File: src/hw/pcs_pkg.sv
// constants, register map and state codes of the process context switch sequencer
// assumes a byte-wide memory port with a one-cycle acknowledge on the sequencer clock
package pcs_pkg;
   localparam logic [7:0]  REG_ORIGIN    = 8'h00;
   localparam logic [7:0]  REG_UPPER     = 8'h04;
   localparam logic [7:0]  REG_CTRL_WORD = 8'h08;
   localparam logic [7:0]  REG_PROG_CNT  = 8'h0C;
   localparam logic [7:0]  REG_PRIMARY   = 8'h10;
   localparam logic [7:0]  REG_STACK_TOP = 8'h14;
   localparam logic [7:0]  REG_OPERAND   = 8'h18;
   localparam logic [7:0]  REG_CMD_STAT  = 8'h1C;

   localparam logic [15:0] ORIGIN_RST    = 16'h0000;
   localparam logic [15:0] UPPER_RST     = 16'hFFFF;
   localparam logic [15:0] CTRL_WORD_RST = 16'h0003;
   localparam int          CW_KERNEL_BIT = 0;
   localparam int          CW_SUPER_BIT  = 1;

   localparam logic [23:0] RESET_VEC_ADR = 24'hFF_FFFC;
   localparam logic [23:0] CALLER_PTR    = 24'h00_0000;
   localparam logic [3:0]  VEC_BYTES     = 4'h4;
   localparam logic [3:0]  PTR_BYTES     = 4'h3;
   localparam logic [3:0]  PUSH_BYTES    = 4'hC;
   localparam logic [3:0]  LIST_MAX      = 4'hF;
   localparam logic [7:0]  LEN_WITH_STK  = 8'h0A;
   localparam logic [7:0]  LEN_WITH_CW   = 8'h0C;
   localparam logic [7:0]  LEN_WITH_PRM  = 8'h0F;

   localparam int          ST_GO_BIT     = 0;
   localparam int          ST_BUSY_BIT   = 0;
   localparam int          ST_REJ_BIT    = 1;

   typedef enum logic [3:0] {
      S_VEC   = 4'b0000,
      S_IDLE  = 4'b0001,
      S_PUSH  = 4'b0010,
      S_LRD   = 4'b0011,
      S_LWR   = 4'b0100,
      S_PTR   = 4'b0101,
      S_LEN   = 4'b0110,
      S_LIST  = 4'b0111,
      S_LOAD  = 4'b1000
   } pcs_state_t;
endpackage

File: src/hw/pcs_sequencer.sv
// process context switch sequencer: reset vector fetch and invoke-process sequence
// assumes memory answers each request with mem_ack_i on clk_sys_i; register port is same-clock logic
//
// Local design decisions: the strobed register port and the placing of the registers.
`timescale 1ns/1ns
module pcs_sequencer
(
   input  wire logic                      clk_sys_i,
   input  wire logic                      rst_i,
   input  wire logic                      ce_i,
   input  wire logic [7:0]                reg_addr_i,
   input  wire logic [31:0]               reg_wdata_i,
   input  wire logic                      reg_wr_i,
   input  wire logic                      reg_rd_i,
   output logic      [31:0]               reg_rdata_o,
   output logic      [23:0]               mem_addr_o,
   output logic      [7:0]                mem_wdata_o,
   output logic                           mem_we_o,
   output logic                           mem_req_o,
   input  wire logic [7:0]                mem_rdata_i,
   input  wire logic                      mem_ack_i,
   output logic                           busy_o
);
   import pcs_pkg::*;

   pcs_state_t  state_ff;
   logic [3:0]  step_ff;
   logic        req_ff;
   logic        we_ff;
   logic [23:0] addr_ff;
   logic [7:0]  wdata_ff;
   logic [31:0] rdata_ff;
   logic        rej_ff;

   logic [15:0] process_origin_page_ff;
   logic [15:0] process_upper_bound_page_ff;
   logic [15:0] process_control_word_ff;
   logic [23:0] process_program_counter_ff;
   logic [23:0] primary_pointer_register_ff;
   logic [23:0] stack_top_register_ff;
   logic [23:0] operand_ff;
   logic [23:0] list_addr_ff;
   logic [7:0]  list_len_ff;
   logic [23:0] tmp_ff;
   logic [7:0]  lst_ff [1:15];

   logic [95:0] ctx;
   logic [7:0]  push_byte;
   logic [23:0] cur_origin_adr;
   logic        acked;
   logic        sw_wr;
   logic [15:0] nxt_origin;
   logic [23:0] nxt_origin_adr;
   logic        privileged;

   // snapshot of the caller, packed so that byte 0 is the lowest stacked byte
   assign ctx = {process_control_word_ff, primary_pointer_register_ff, process_program_counter_ff,
                 process_upper_bound_page_ff, process_origin_page_ff};
   // pushes run from the top down, so the first byte written is the highest
   assign push_byte      = ctx[8 * (11 - int'(step_ff)) +: 8];
   assign cur_origin_adr = {process_origin_page_ff, 8'h00};
   assign acked          = req_ff && mem_ack_i;
   assign sw_wr          = reg_wr_i && (state_ff == S_IDLE);
   assign nxt_origin     = process_origin_page_ff + {lst_ff[2], lst_ff[1]};
   assign nxt_origin_adr = {nxt_origin, 8'h00};
   assign privileged     = process_control_word_ff[CW_KERNEL_BIT] || process_control_word_ff[CW_SUPER_BIT];

   // sequencer, memory requests and process registers share one owner
   always_ff @(posedge clk_sys_i or posedge rst_i)
   begin
      if (rst_i)
      begin
         state_ff                    <= S_VEC;
         step_ff                     <= 4'h0;
         req_ff                      <= 1'b0;
         we_ff                       <= 1'b0;
         addr_ff                     <= 24'h00_0000;
         wdata_ff                    <= 8'h00;
         rej_ff                      <= 1'b0;
         process_origin_page_ff      <= ORIGIN_RST;
         process_upper_bound_page_ff <= UPPER_RST;
         process_control_word_ff     <= CTRL_WORD_RST;
         process_program_counter_ff  <= 24'h00_0000;
         primary_pointer_register_ff <= 24'h00_0000;
         stack_top_register_ff       <= 24'h00_0000;
         operand_ff                  <= 24'h00_0000;
         list_addr_ff                <= 24'h00_0000;
         list_len_ff                 <= 8'h00;
         tmp_ff                      <= 24'h00_0000;
         for (int i = 1; i <= 15; i++)
         begin
            lst_ff[i] <= 8'h00;
         end
      end
      else if (ce_i)
      begin
         case (state_ff)
            S_VEC:
            begin
               if (!req_ff)
               begin
                  req_ff  <= 1'b1;
                  we_ff   <= 1'b0;
                  addr_ff <= RESET_VEC_ADR + {20'h0_0000, step_ff};
               end
               else if (acked)
               begin
                  req_ff <= 1'b0;
                  // the fourth vector byte carries no address bits and is dropped
                  if (step_ff < PTR_BYTES)
                  begin
                     tmp_ff[8 * int'(step_ff) +: 8] <= mem_rdata_i;
                  end
                  if (step_ff == VEC_BYTES - 4'h1)
                  begin
                     process_program_counter_ff <= tmp_ff;
                     state_ff                   <= S_IDLE;
                     step_ff                    <= 4'h0;
                  end
                  else
                  begin
                     step_ff <= step_ff + 4'h1;
                  end
               end
            end
            S_IDLE:
            begin
               if (sw_wr)
               begin
                  case (reg_addr_i)
                     REG_ORIGIN:    process_origin_page_ff      <= reg_wdata_i[15:0];
                     REG_UPPER:     process_upper_bound_page_ff <= reg_wdata_i[15:0];
                     REG_CTRL_WORD: process_control_word_ff     <= reg_wdata_i[15:0];
                     REG_PROG_CNT:  process_program_counter_ff  <= reg_wdata_i[23:0];
                     REG_PRIMARY:   primary_pointer_register_ff <= reg_wdata_i[23:0];
                     REG_STACK_TOP: stack_top_register_ff       <= reg_wdata_i[23:0];
                     REG_OPERAND:   operand_ff                  <= reg_wdata_i[23:0];
                     REG_CMD_STAT:
                     begin
                        if (reg_wdata_i[ST_GO_BIT])
                        begin
                           // user process cannot invoke, so no link area
                           if (privileged)
                           begin
                              list_addr_ff <= operand_ff;
                              rej_ff       <= 1'b0;
                              state_ff     <= S_PUSH;
                              step_ff      <= 4'h0;
                           end
                           else
                           begin
                              rej_ff <= 1'b1;
                           end
                        end
                     end
                     default:
                     begin
                     end
                  endcase
               end
            end
            S_PUSH:
            begin
               if (!req_ff)
               begin
                  stack_top_register_ff <= stack_top_register_ff - 24'h00_0001;
                  addr_ff  <= stack_top_register_ff - 24'h00_0001;
                  wdata_ff <= push_byte;
                  we_ff    <= 1'b1;
                  req_ff   <= 1'b1;
               end
               else if (acked)
               begin
                  req_ff <= 1'b0;
                  if (step_ff == PUSH_BYTES - 4'h1)
                  begin
                     state_ff <= S_LRD;
                     step_ff  <= 4'h0;
                  end
                  else
                  begin
                     step_ff <= step_ff + 4'h1;
                  end
               end
            end
            S_LRD:
            begin
               if (!req_ff)
               begin
                  addr_ff <= CALLER_PTR + {20'h0_0000, step_ff};
                  we_ff   <= 1'b0;
                  req_ff  <= 1'b1;
               end
               else if (acked)
               begin
                  req_ff                         <= 1'b0;
                  tmp_ff[8 * int'(step_ff) +: 8] <= mem_rdata_i;
                  if (step_ff == PTR_BYTES - 4'h1)
                  begin
                     state_ff <= S_LWR;
                     step_ff  <= 4'h0;
                  end
                  else
                  begin
                     step_ff <= step_ff + 4'h1;
                  end
               end
            end
            S_LWR:
            begin
               if (!req_ff)
               begin
                  addr_ff  <= cur_origin_adr + {20'h0_0000, step_ff};
                  wdata_ff <= tmp_ff[8 * int'(step_ff) +: 8];
                  we_ff    <= 1'b1;
                  req_ff   <= 1'b1;
               end
               else if (acked)
               begin
                  req_ff <= 1'b0;
                  if (step_ff == PTR_BYTES - 4'h1)
                  begin
                     state_ff <= S_PTR;
                     step_ff  <= 4'h0;
                  end
                  else
                  begin
                     step_ff <= step_ff + 4'h1;
                  end
               end
            end
            S_PTR:
            begin
               if (!req_ff)
               begin
                  addr_ff  <= CALLER_PTR + {20'h0_0000, step_ff};
                  wdata_ff <= stack_top_register_ff[8 * int'(step_ff) +: 8];
                  we_ff    <= 1'b1;
                  req_ff   <= 1'b1;
               end
               else if (acked)
               begin
                  req_ff <= 1'b0;
                  if (step_ff == PTR_BYTES - 4'h1)
                  begin
                     state_ff <= S_LEN;
                     step_ff  <= 4'h0;
                  end
                  else
                  begin
                     step_ff <= step_ff + 4'h1;
                  end
               end
            end
            S_LEN:
            begin
               if (!req_ff)
               begin
                  addr_ff <= list_addr_ff;
                  we_ff   <= 1'b0;
                  req_ff  <= 1'b1;
               end
               else if (acked)
               begin
                  req_ff      <= 1'b0;
                  list_len_ff <= mem_rdata_i;
                  state_ff    <= S_LIST;
                  step_ff     <= 4'h1;
               end
            end
            S_LIST:
            begin
               if ({4'h0, step_ff} > list_len_ff)
               begin
                  state_ff <= S_LOAD;
               end
               else if (!req_ff)
               begin
                  addr_ff <= list_addr_ff + {20'h0_0000, step_ff};
                  we_ff   <= 1'b0;
                  req_ff  <= 1'b1;
               end
               else if (acked)
               begin
                  req_ff                <= 1'b0;
                  lst_ff[int'(step_ff)] <= mem_rdata_i;
                  // bytes past the last known entry are not read
                  if (step_ff == LIST_MAX)
                  begin
                     state_ff <= S_LOAD;
                  end
                  else
                  begin
                     step_ff <= step_ff + 4'h1;
                  end
               end
            end
            S_LOAD:
            begin
               process_origin_page_ff      <= nxt_origin;
               process_upper_bound_page_ff <= nxt_origin + {lst_ff[4], lst_ff[3]};
               process_program_counter_ff  <= nxt_origin_adr + {lst_ff[7], lst_ff[6], lst_ff[5]};
               if (list_len_ff >= LEN_WITH_STK)
               begin
                  stack_top_register_ff <= nxt_origin_adr + {lst_ff[10], lst_ff[9], lst_ff[8]};
               end
               if (list_len_ff >= LEN_WITH_CW)
               begin
                  process_control_word_ff <= {lst_ff[12], lst_ff[11]};
               end
               if (list_len_ff >= LEN_WITH_PRM)
               begin
                  primary_pointer_register_ff <= nxt_origin_adr + {lst_ff[15], lst_ff[14], lst_ff[13]};
               end
               state_ff <= S_IDLE;
               step_ff  <= 4'h0;
            end
            default:
            begin
               state_ff <= S_IDLE;
               req_ff   <= 1'b0;
            end
         endcase
      end
   end

   // read data stands only in the cycle after the strobe
   always_ff @(posedge clk_sys_i or posedge rst_i)
   begin
      if (rst_i)
      begin
         rdata_ff <= 32'h0000_0000;
      end
      else if (ce_i)
      begin
         rdata_ff <= 32'h0000_0000;
         if (reg_rd_i)
         begin
            case (reg_addr_i)
               REG_ORIGIN:    rdata_ff <= {16'h0000, process_origin_page_ff};
               REG_UPPER:     rdata_ff <= {16'h0000, process_upper_bound_page_ff};
               REG_CTRL_WORD: rdata_ff <= {16'h0000, process_control_word_ff};
               REG_PROG_CNT:  rdata_ff <= {8'h00, process_program_counter_ff};
               REG_PRIMARY:   rdata_ff <= {8'h00, primary_pointer_register_ff};
               REG_STACK_TOP: rdata_ff <= {8'h00, stack_top_register_ff};
               REG_OPERAND:   rdata_ff <= {8'h00, operand_ff};
               REG_CMD_STAT:  rdata_ff <= {30'h0000_0000, rej_ff, state_ff != S_IDLE};
               default:       rdata_ff <= 32'h0000_0000;
            endcase
         end
      end
   end

   assign reg_rdata_o = rdata_ff;
   assign mem_addr_o  = addr_ff;
   assign mem_wdata_o = wdata_ff;
   assign mem_we_o    = we_ff;
   assign mem_req_o   = req_ff;

   // busy flop mirrors the sequencer, so the output comes straight from a register
   always_ff @(posedge clk_sys_i or posedge rst_i)
   begin
      if (rst_i)
      begin
         busy_o <= 1'b1;
      end
      else if (ce_i)
      begin
         busy_o <= !((state_ff == S_IDLE && !(sw_wr && reg_addr_i == REG_CMD_STAT && reg_wdata_i[ST_GO_BIT]
                     && privileged)) || state_ff == S_LOAD);
      end
   end
endmodule

File: config.mk
export PLATFORM = sky130hd
export DESIGN_NAME = pcs_sequencer
export DESIGN_NICKNAME = d
export VERILOG_FILES = /design/src/hw/pcs_pkg.sv /design/src/hw/pcs_sequencer.sv
export SDC_FILE = /design/constraint.sdc
export NUM_CORES = 1
export LEC_CHECK = 0
export BUFFER_PORTS_ARGS = -buffer_cell sky130_fd_sc_hd__buf_2
export CAP_MARGIN = 20
export CORE_UTILIZATION = 45
export CTS_BUF_LIST = sky130_fd_sc_hd__clkbuf_16
export CTS_CLUSTER_DIAMETER = 40
export DETAILED_ROUTE_END_ITERATION = 6
export PLACE_DENSITY = 0.71
export SYNTH_ARGS = -nofsm -noshare
export SYNTH_HDL_FRONTEND = slang
export SYNTH_SLANG_ARGS = --single-unit
File: constraint.sdc
create_clock -name clk_sys_i -period 19.1 [get_ports clk_sys_i]
set_input_delay 5.73 -clock clk_sys_i [delete_from_list [all_inputs] [get_ports clk_sys_i]]
set_output_delay 5.73 -clock clk_sys_i [all_outputs]
set_load 0.05 [all_outputs]
; ---- Word-level counts from Yosys, hierarchy flattened
; Cells that the tools add are included.
[classes]
addsub = 12
magnitude_cmp = 7
eq_ne = 68
shifts = 5
muxes = 103
n_bitwise = 3
reduce_logical = 45
[op_table]
columns = cell, count
row1 = $mux 24, 24
row2 = $pmux 24 s8, 1
row3 = $mux 4, 44
row4 = $pmux 24 s3, 2
row5 = $pmux 24 s6, 1
row6 = $bwmux 120, 1
row7 = $mux 16, 7
row8 = $pmux 16 s2, 3
row9 = $pmux 24 s2, 2
row10 = $shiftx 96x8->8, 1
row11 = $add 24x24->24, 3
row12 = $ne 2x2->1 const B, 36
row13 = $add 24x4->24, 2
row14 = $shiftx 24x8->8, 2
row15 = $neg 7->33, 1
row16 = $shift 8x33->24 const A, 1
row17 = $shiftx 8x33->24, 1
row18 = $add 16x16->16, 2
row19 = $demux 8 s4, 1
row20 = $eq 8x5->1 const B, 4
row21 = $ge 32x5->1 const B, 1
row22 = $lt 32x1->1 const B, 1
row23 = $mux 8, 4
row24 = $not 4->32, 1
row25 = other kinds (43), 97
[totals]
ff_bits = 396
inputBits = 54
output_inout_bits = 67
word_cells = 277

; ---- Longest topological paths before layout
[logic_depth]
ltp_word = 9
ltp_mapped = 18
ltp_nobuf = 18

; ---- Worst setup path after synthesis
; OpenSTA, ideal clock, no wires.
[synth_timing]
kind = in2reg
start = input port reg_addr_i[0]
end = register stack_top_register_ff[0]
setup_time_ps = 133
arrival_ps = 7695
required_ps = 18967
path_slack_ps = 11272
path_stages = 9
path_buffers = 1
path_cell_list = or4_4 > or3_4 > nor2_4 > a31oi_1 > or2_4 > buf_6 > a211o_1 > a21oi_1 > a21oi_1
[synth_between]
elab_chain_cells = 3
[synth_rtl]
columns = item, line
row1 = start: declaration, pcs_sequencer.sv:11  ; input wire logic [7:0] reg_addr_i,
row2 = $eq 8x5->1, pcs_sequencer.sv:130  ; case (reg_addr_i)
row3 = $ne 2x1->1 (no source line), -
row4 = $reduce_and 6->1 (no source line), -
row5 = end signal: assignment, pcs_sequencer.sv:136  ; REG_STACK_TOP: stack_top_register_ff <= reg_wdata_i[23:0];
row6 = end signal: assignment, pcs_sequencer.sv:166  ; stack_top_register_ff <= stack_top_register_ff - 24'h00_0001;
row7 = end signal: assignment, pcs_sequencer.sv:305  ; stack_top_register_ff <= nxt_origin_adr + {lst_ff[10], lst_ff[9], lst_ff[8]};
row8 = end: declaration, pcs_sequencer.sv:40  ; logic [23:0] stack_top_register_ff;
; No other way between the ends.
; A chain may end at the register's enable or synchronous reset.

; ---- Worst setup path in the final report
[layout_timing]
start = input port reg_addr_i[2]
end = register rdata_ff[6], in the netlist reg_rdata_o[6]
[layout_between]
elab_chain_cells = 3
elab_cells_between_ends = 10
cone_classes = 7 x eq/ne / 2 x mux / 1 x reduce/logical
[layout_rtl]
columns = item, line
row1 = $eq 8x5->1 (tied with other cells), pcs_sequencer.sv:339  ; case (reg_addr_i)
row2 = $pmux 24 s8 (*), pcs_sequencer.sv:339
row3 = $mux 24 (*), pcs_sequencer.sv:337  ; if (reg_rd_i)
row4 = end signal: assignment, pcs_sequencer.sv:340  ; REG_ORIGIN: rdata_ff <= {16'h0000, process_origin_page_ff};
row5 = end signal: assignment, pcs_sequencer.sv:341  ; REG_UPPER: rdata_ff <= {16'h0000, process_upper_bound_page_ff};
row6 = end signal: assignment, pcs_sequencer.sv:342  ; REG_CTRL_WORD: rdata_ff <= {16'h0000, process_control_word_ff};
row7 = end: declaration, pcs_sequencer.sv:32  ; logic [31:0] rdata_ff;
; Every way passes the cells marked *; elsewhere a longest branch is shown, timed or not.

==> results.rst <==
.. list-table::
   :header-rows: 1

   * - Metric
     - Value
   * - Most instantiated library cell after synthesis
     - sky130_fd_sc_hd__dfrtp_1
   * - Most used flip-flop cell after synthesis
     - sky130_fd_sc_hd__dfrtp_1
   * - H-tree depth
     - 3
   * - # nets final
     - between 2000 and 3000
   * - Slew HR
     - 0.2704
   * - Clock sink count
     - 388
   * - Sequential fraction of the synthesis area
     - 0.4159
   * - Die Span X
     - around 230 um
   * - Core area
     - slightly above 50000 um2
   * - Clock tree from TritonCTS
     - done
   * - Dpl ws
     - around 11 ns
   * - Cts hold-fix bufs
     - 0
   * - Detailed Route WL
     - between 90000 and 100000 um
   * - Cell breakdown of the critical path
     - buf_2 > nor2b_1 > nand2_1 > nor2_1 > a222oi_1 > a21o_1 > o21ai_0
   * - Post-Syn Instances
     - 2356
   * - Count of standard-cell rows
     - 83
   * - FF+latch count, synth
     - 388
   * - Total of endpoints with negative setup slack in the final report
     - 0
   * - Finished Layout Cells
     - 3186
   * - Total power of the final layout
     - around 0.0036 W
   * - Library cell contributing the largest single delay on the critical path
     - sky130_fd_sc_hd__a222oi_1
   * - Number of optimization iterations in the first detailed-route pass
     - 7
   * - Post-layout worst setup margin
     - 11.01 ns
   * - Drc violations
     - 5
   * - Fraction of post-synthesis cell area in the top cell type by area
     - 0.3945
   * - Max Clock Skew
     - 0.02826 ns
   * - Element type at the critical path start
     - input pin
   * - Overall global routing resource usage
     - 0.3550
   * - Number of I/O pins
     - between 100 and 150
   * - Die area
     - about 53000 um2
   * - Number of buffers inserted to repair setup after CTS
     - 0
   * - Initial DRC count
     - 2707
   * - Max capacitance violation total
     - 0
   * - Initial antenna violation count
     - 11
   * - Maximum number of buffers from clock root to sink
     - 3
   * - Largest area contributor in the netlist
     - sky130_fd_sc_hd__dfrtp_1
   * - Die Ht
     - 230.1 um
   * - Setup TNS
     - 0 ns
   * - Worst vdd ir
     - 77.45 uV
   * - Final HPWL from detailed placement
     - 67340 um
   * - Crit-path max cell delay
     - 0.94 ns
   * - Minimum clock period after layout
     - 8.086 ns
   * - Via count of the first global-routing pass
     - 19920
   * - Mean routed wirelength per cell
     - around 30 um
   * - Failing checks
     - design-rule violations
   * - Async set-reset flop share out of synthesis
     - 1.000
   * - Maximum fanout encountered on the critical timing path
     - 36
   * - Critical Path End Type
     - flop
   * - Count of nets left with antenna violations after detail routing
     - 0
   * - Final Max Slew Viols
     - 0
   * - Synthesized area divided by synthesized cell count
     - slightly below 10 um2
   * - Global-route wire length before repair
     - 136400 um
   * - TritonCTS buffer count
     - 74
   * - Overflow left after global routing
     - 0
   * - EDFF count, synth
     - 0
   * - Arrival time at the worst endpoint
     - roughly 8.5 ns
   * - Run status
     - finished with violations
   * - Syn-to-layout area delta
     - 15.79%
   * - Count of distinct cell types in the synthesized netlist
     - 94
   * - Total via count after detailed routing
     - around 21000
   * - Endpoints failing hold
     - 0
   * - Utilization after layout
     - 0.5283
   * - Standby leakage power
     - 12.45 nW
   * - Most instantiated cells after synthesis
     - sky130_fd_sc_hd__dfrtp_1 (369), sky130_fd_sc_hd__nand2_1 (238), sky130_fd_sc_hd__o21ai_0 (200), sky130_fd_sc_hd__mux2_2 (188), sky130_fd_sc_hd__nor2_1 (162)
   * - Ratio of cells with drive above 1 in the final layout
     - 0.2212
   * - Cell Pwr Density
     - between 100 and 150 nW/um2
   * - Area of the mapped netlist
     - 23400 um2
   * - Max Clock Freq
     - ~120 MHz
   * - Largest net degree at the start of global routing
     - between 90 and 100
   * - Share of the cycle needed by the critical path after routing
     - 0.4234
   * - Biggest area contributors in the synthesized netlist
     - sky130_fd_sc_hd__dfrtp_1 (39%), sky130_fd_sc_hd__mux2_2 (9.0%), sky130_fd_sc_hd__ha_1 (5.0%)
   * - Average vias per placed instance
     - 6.540
   * - Transition time at the pin with the least slew margin
     - 1.091 ns
   * - CTS Root Cell
     - sky130_fd_sc_hd__clkbuf_16
   * - Required time of the worst setup path
     - 19.55 ns
   * - Skew-Pair Late Insertion Delay
     - 0.61 ns
   * - Number of resized instances in the post-cts repair step
     - 0
   * - Post-CTS clock slew at the launch and capture registers of the worst setup and hold paths
     - 0.05 ns
   * - Routability cong.
     - about 1.1
   * - Hold Crit Class
     - reg2reg
   * - Worst setup path class
     - in2reg
   * - Number of buffer cells added on primary ports
     - 104
   * - Ys Warns
     - 0
   * - Initial standard-cell utilization of the core
     - 0.4562
   * - Inst Count DP
     - 3048
   * - Setup repair after global routing missed its margin
     - false
## registers in the layout, indices dropped and copies added, names as in the netlist, 24 cells and up
register	cells
lst_ff	120
operand_ff	24
primary_pointer_register_ff	24
list_addr_ff	24
process_program_counter_ff	24
tmp_ff	24
stack_top_register_ff	24
reg_rdata_o	24
mem_addr_o	24
## power breakdown
part	switching, W	internal, W	total [W]
Clock	0.000464	0.000836	0.00130
Combinational	0.000668	0.000366	0.00103
Sequential	0.000247	0.000996	0.00124
Total	0.00138	0.00220	0.00358
## per-layer routing
| layer | vias up | GRT usage | share of wire |
|---|---|---|---|
| met5 | - | 0 | 0.00092 |
| met4 | 10 | 0.2036 | 0.066 |
| met3 | 298 | 0.08817 | 0.11 |
| met2 | 1357 | 0.5187 | 0.42 |
| met1 | 10290 | 0.4780 | 0.40 |
| li1 | 8883 | - | - |
## cells in the final DEF, fill, tap and decap left out, drive strengths merged, types with 56 or more instances in the layout
master  count
dfrtp     369
nand2     239
o21ai     208
mux2      189
nor2      165
a21oi     148
buf       148
ha         94
inv        81
clkbuf     76
xnor2      56
## kinds of logic (layout without fill, tap and decap cells)
family / count (synthesis) / in the layout / synth area share
other cells: 1 / 10 / 0.0001602
flops: 388 / 388 / 0.4159
compound gates: 653 / 653 / 0.1760
buf+inv: 204 / 345 / 0.03662
mux: 279 / 279 / 0.1499
simple gates: 633 / 633 / 0.1287
fa+ha+maj: 100 / 100 / 0.05538
xor+xnor: 98 / 98 / 0.03731
## path summary, 6_finish.rpt
kind                       depth (start not counted)                              to  slack [ns]                       from
max in group asynchronous                          6  process_upper_bound_page_ff[7]       12.08                      rst_i
max reg2reg                                       17       stack_top_register_ff[23]       13.53  process_origin_page_ff[0]
max                                                7                  reg_rdata_o[6]       11.01              reg_addr_i[2]
min                                                1                   mem_addr_o[2]        0.48              mem_addr_o[2]
min in group asynchronous                          2                list_addr_ff[10]        5.25                      rst_i
min reg2reg                                        1                   mem_addr_o[2]        0.48              mem_addr_o[2]
## per-stage QoR
stage	cell area (um2)	hold slack, ns
floorplan	23430	0.4615
global placement	24510	0.4647
detailed placement	24560	0.4723
CTS	27040	0.4844
global route	27100	0.5069
finish	27100	0.4780
## cell type report
class	instances	area, um2
fill	4655	24200
multi-input combinational	1771	12870
sequential	388	9736
clock buffer	76	1902
timing repair buffer	148	915.9
tap	680	850.8
clock inverter	57	576.8
inverter	64	247.7
antenna	2	5.005
## worst max-delay path, delay by kind of cell
family,cells,cell delay [ns]
AO/OA/AOI/OAI,3,1.25
AND/OR/NAND/NOR,3,0.90
buffers and inverters,1,0.63
Note: power is estimated with default switching activity, not from simulation.
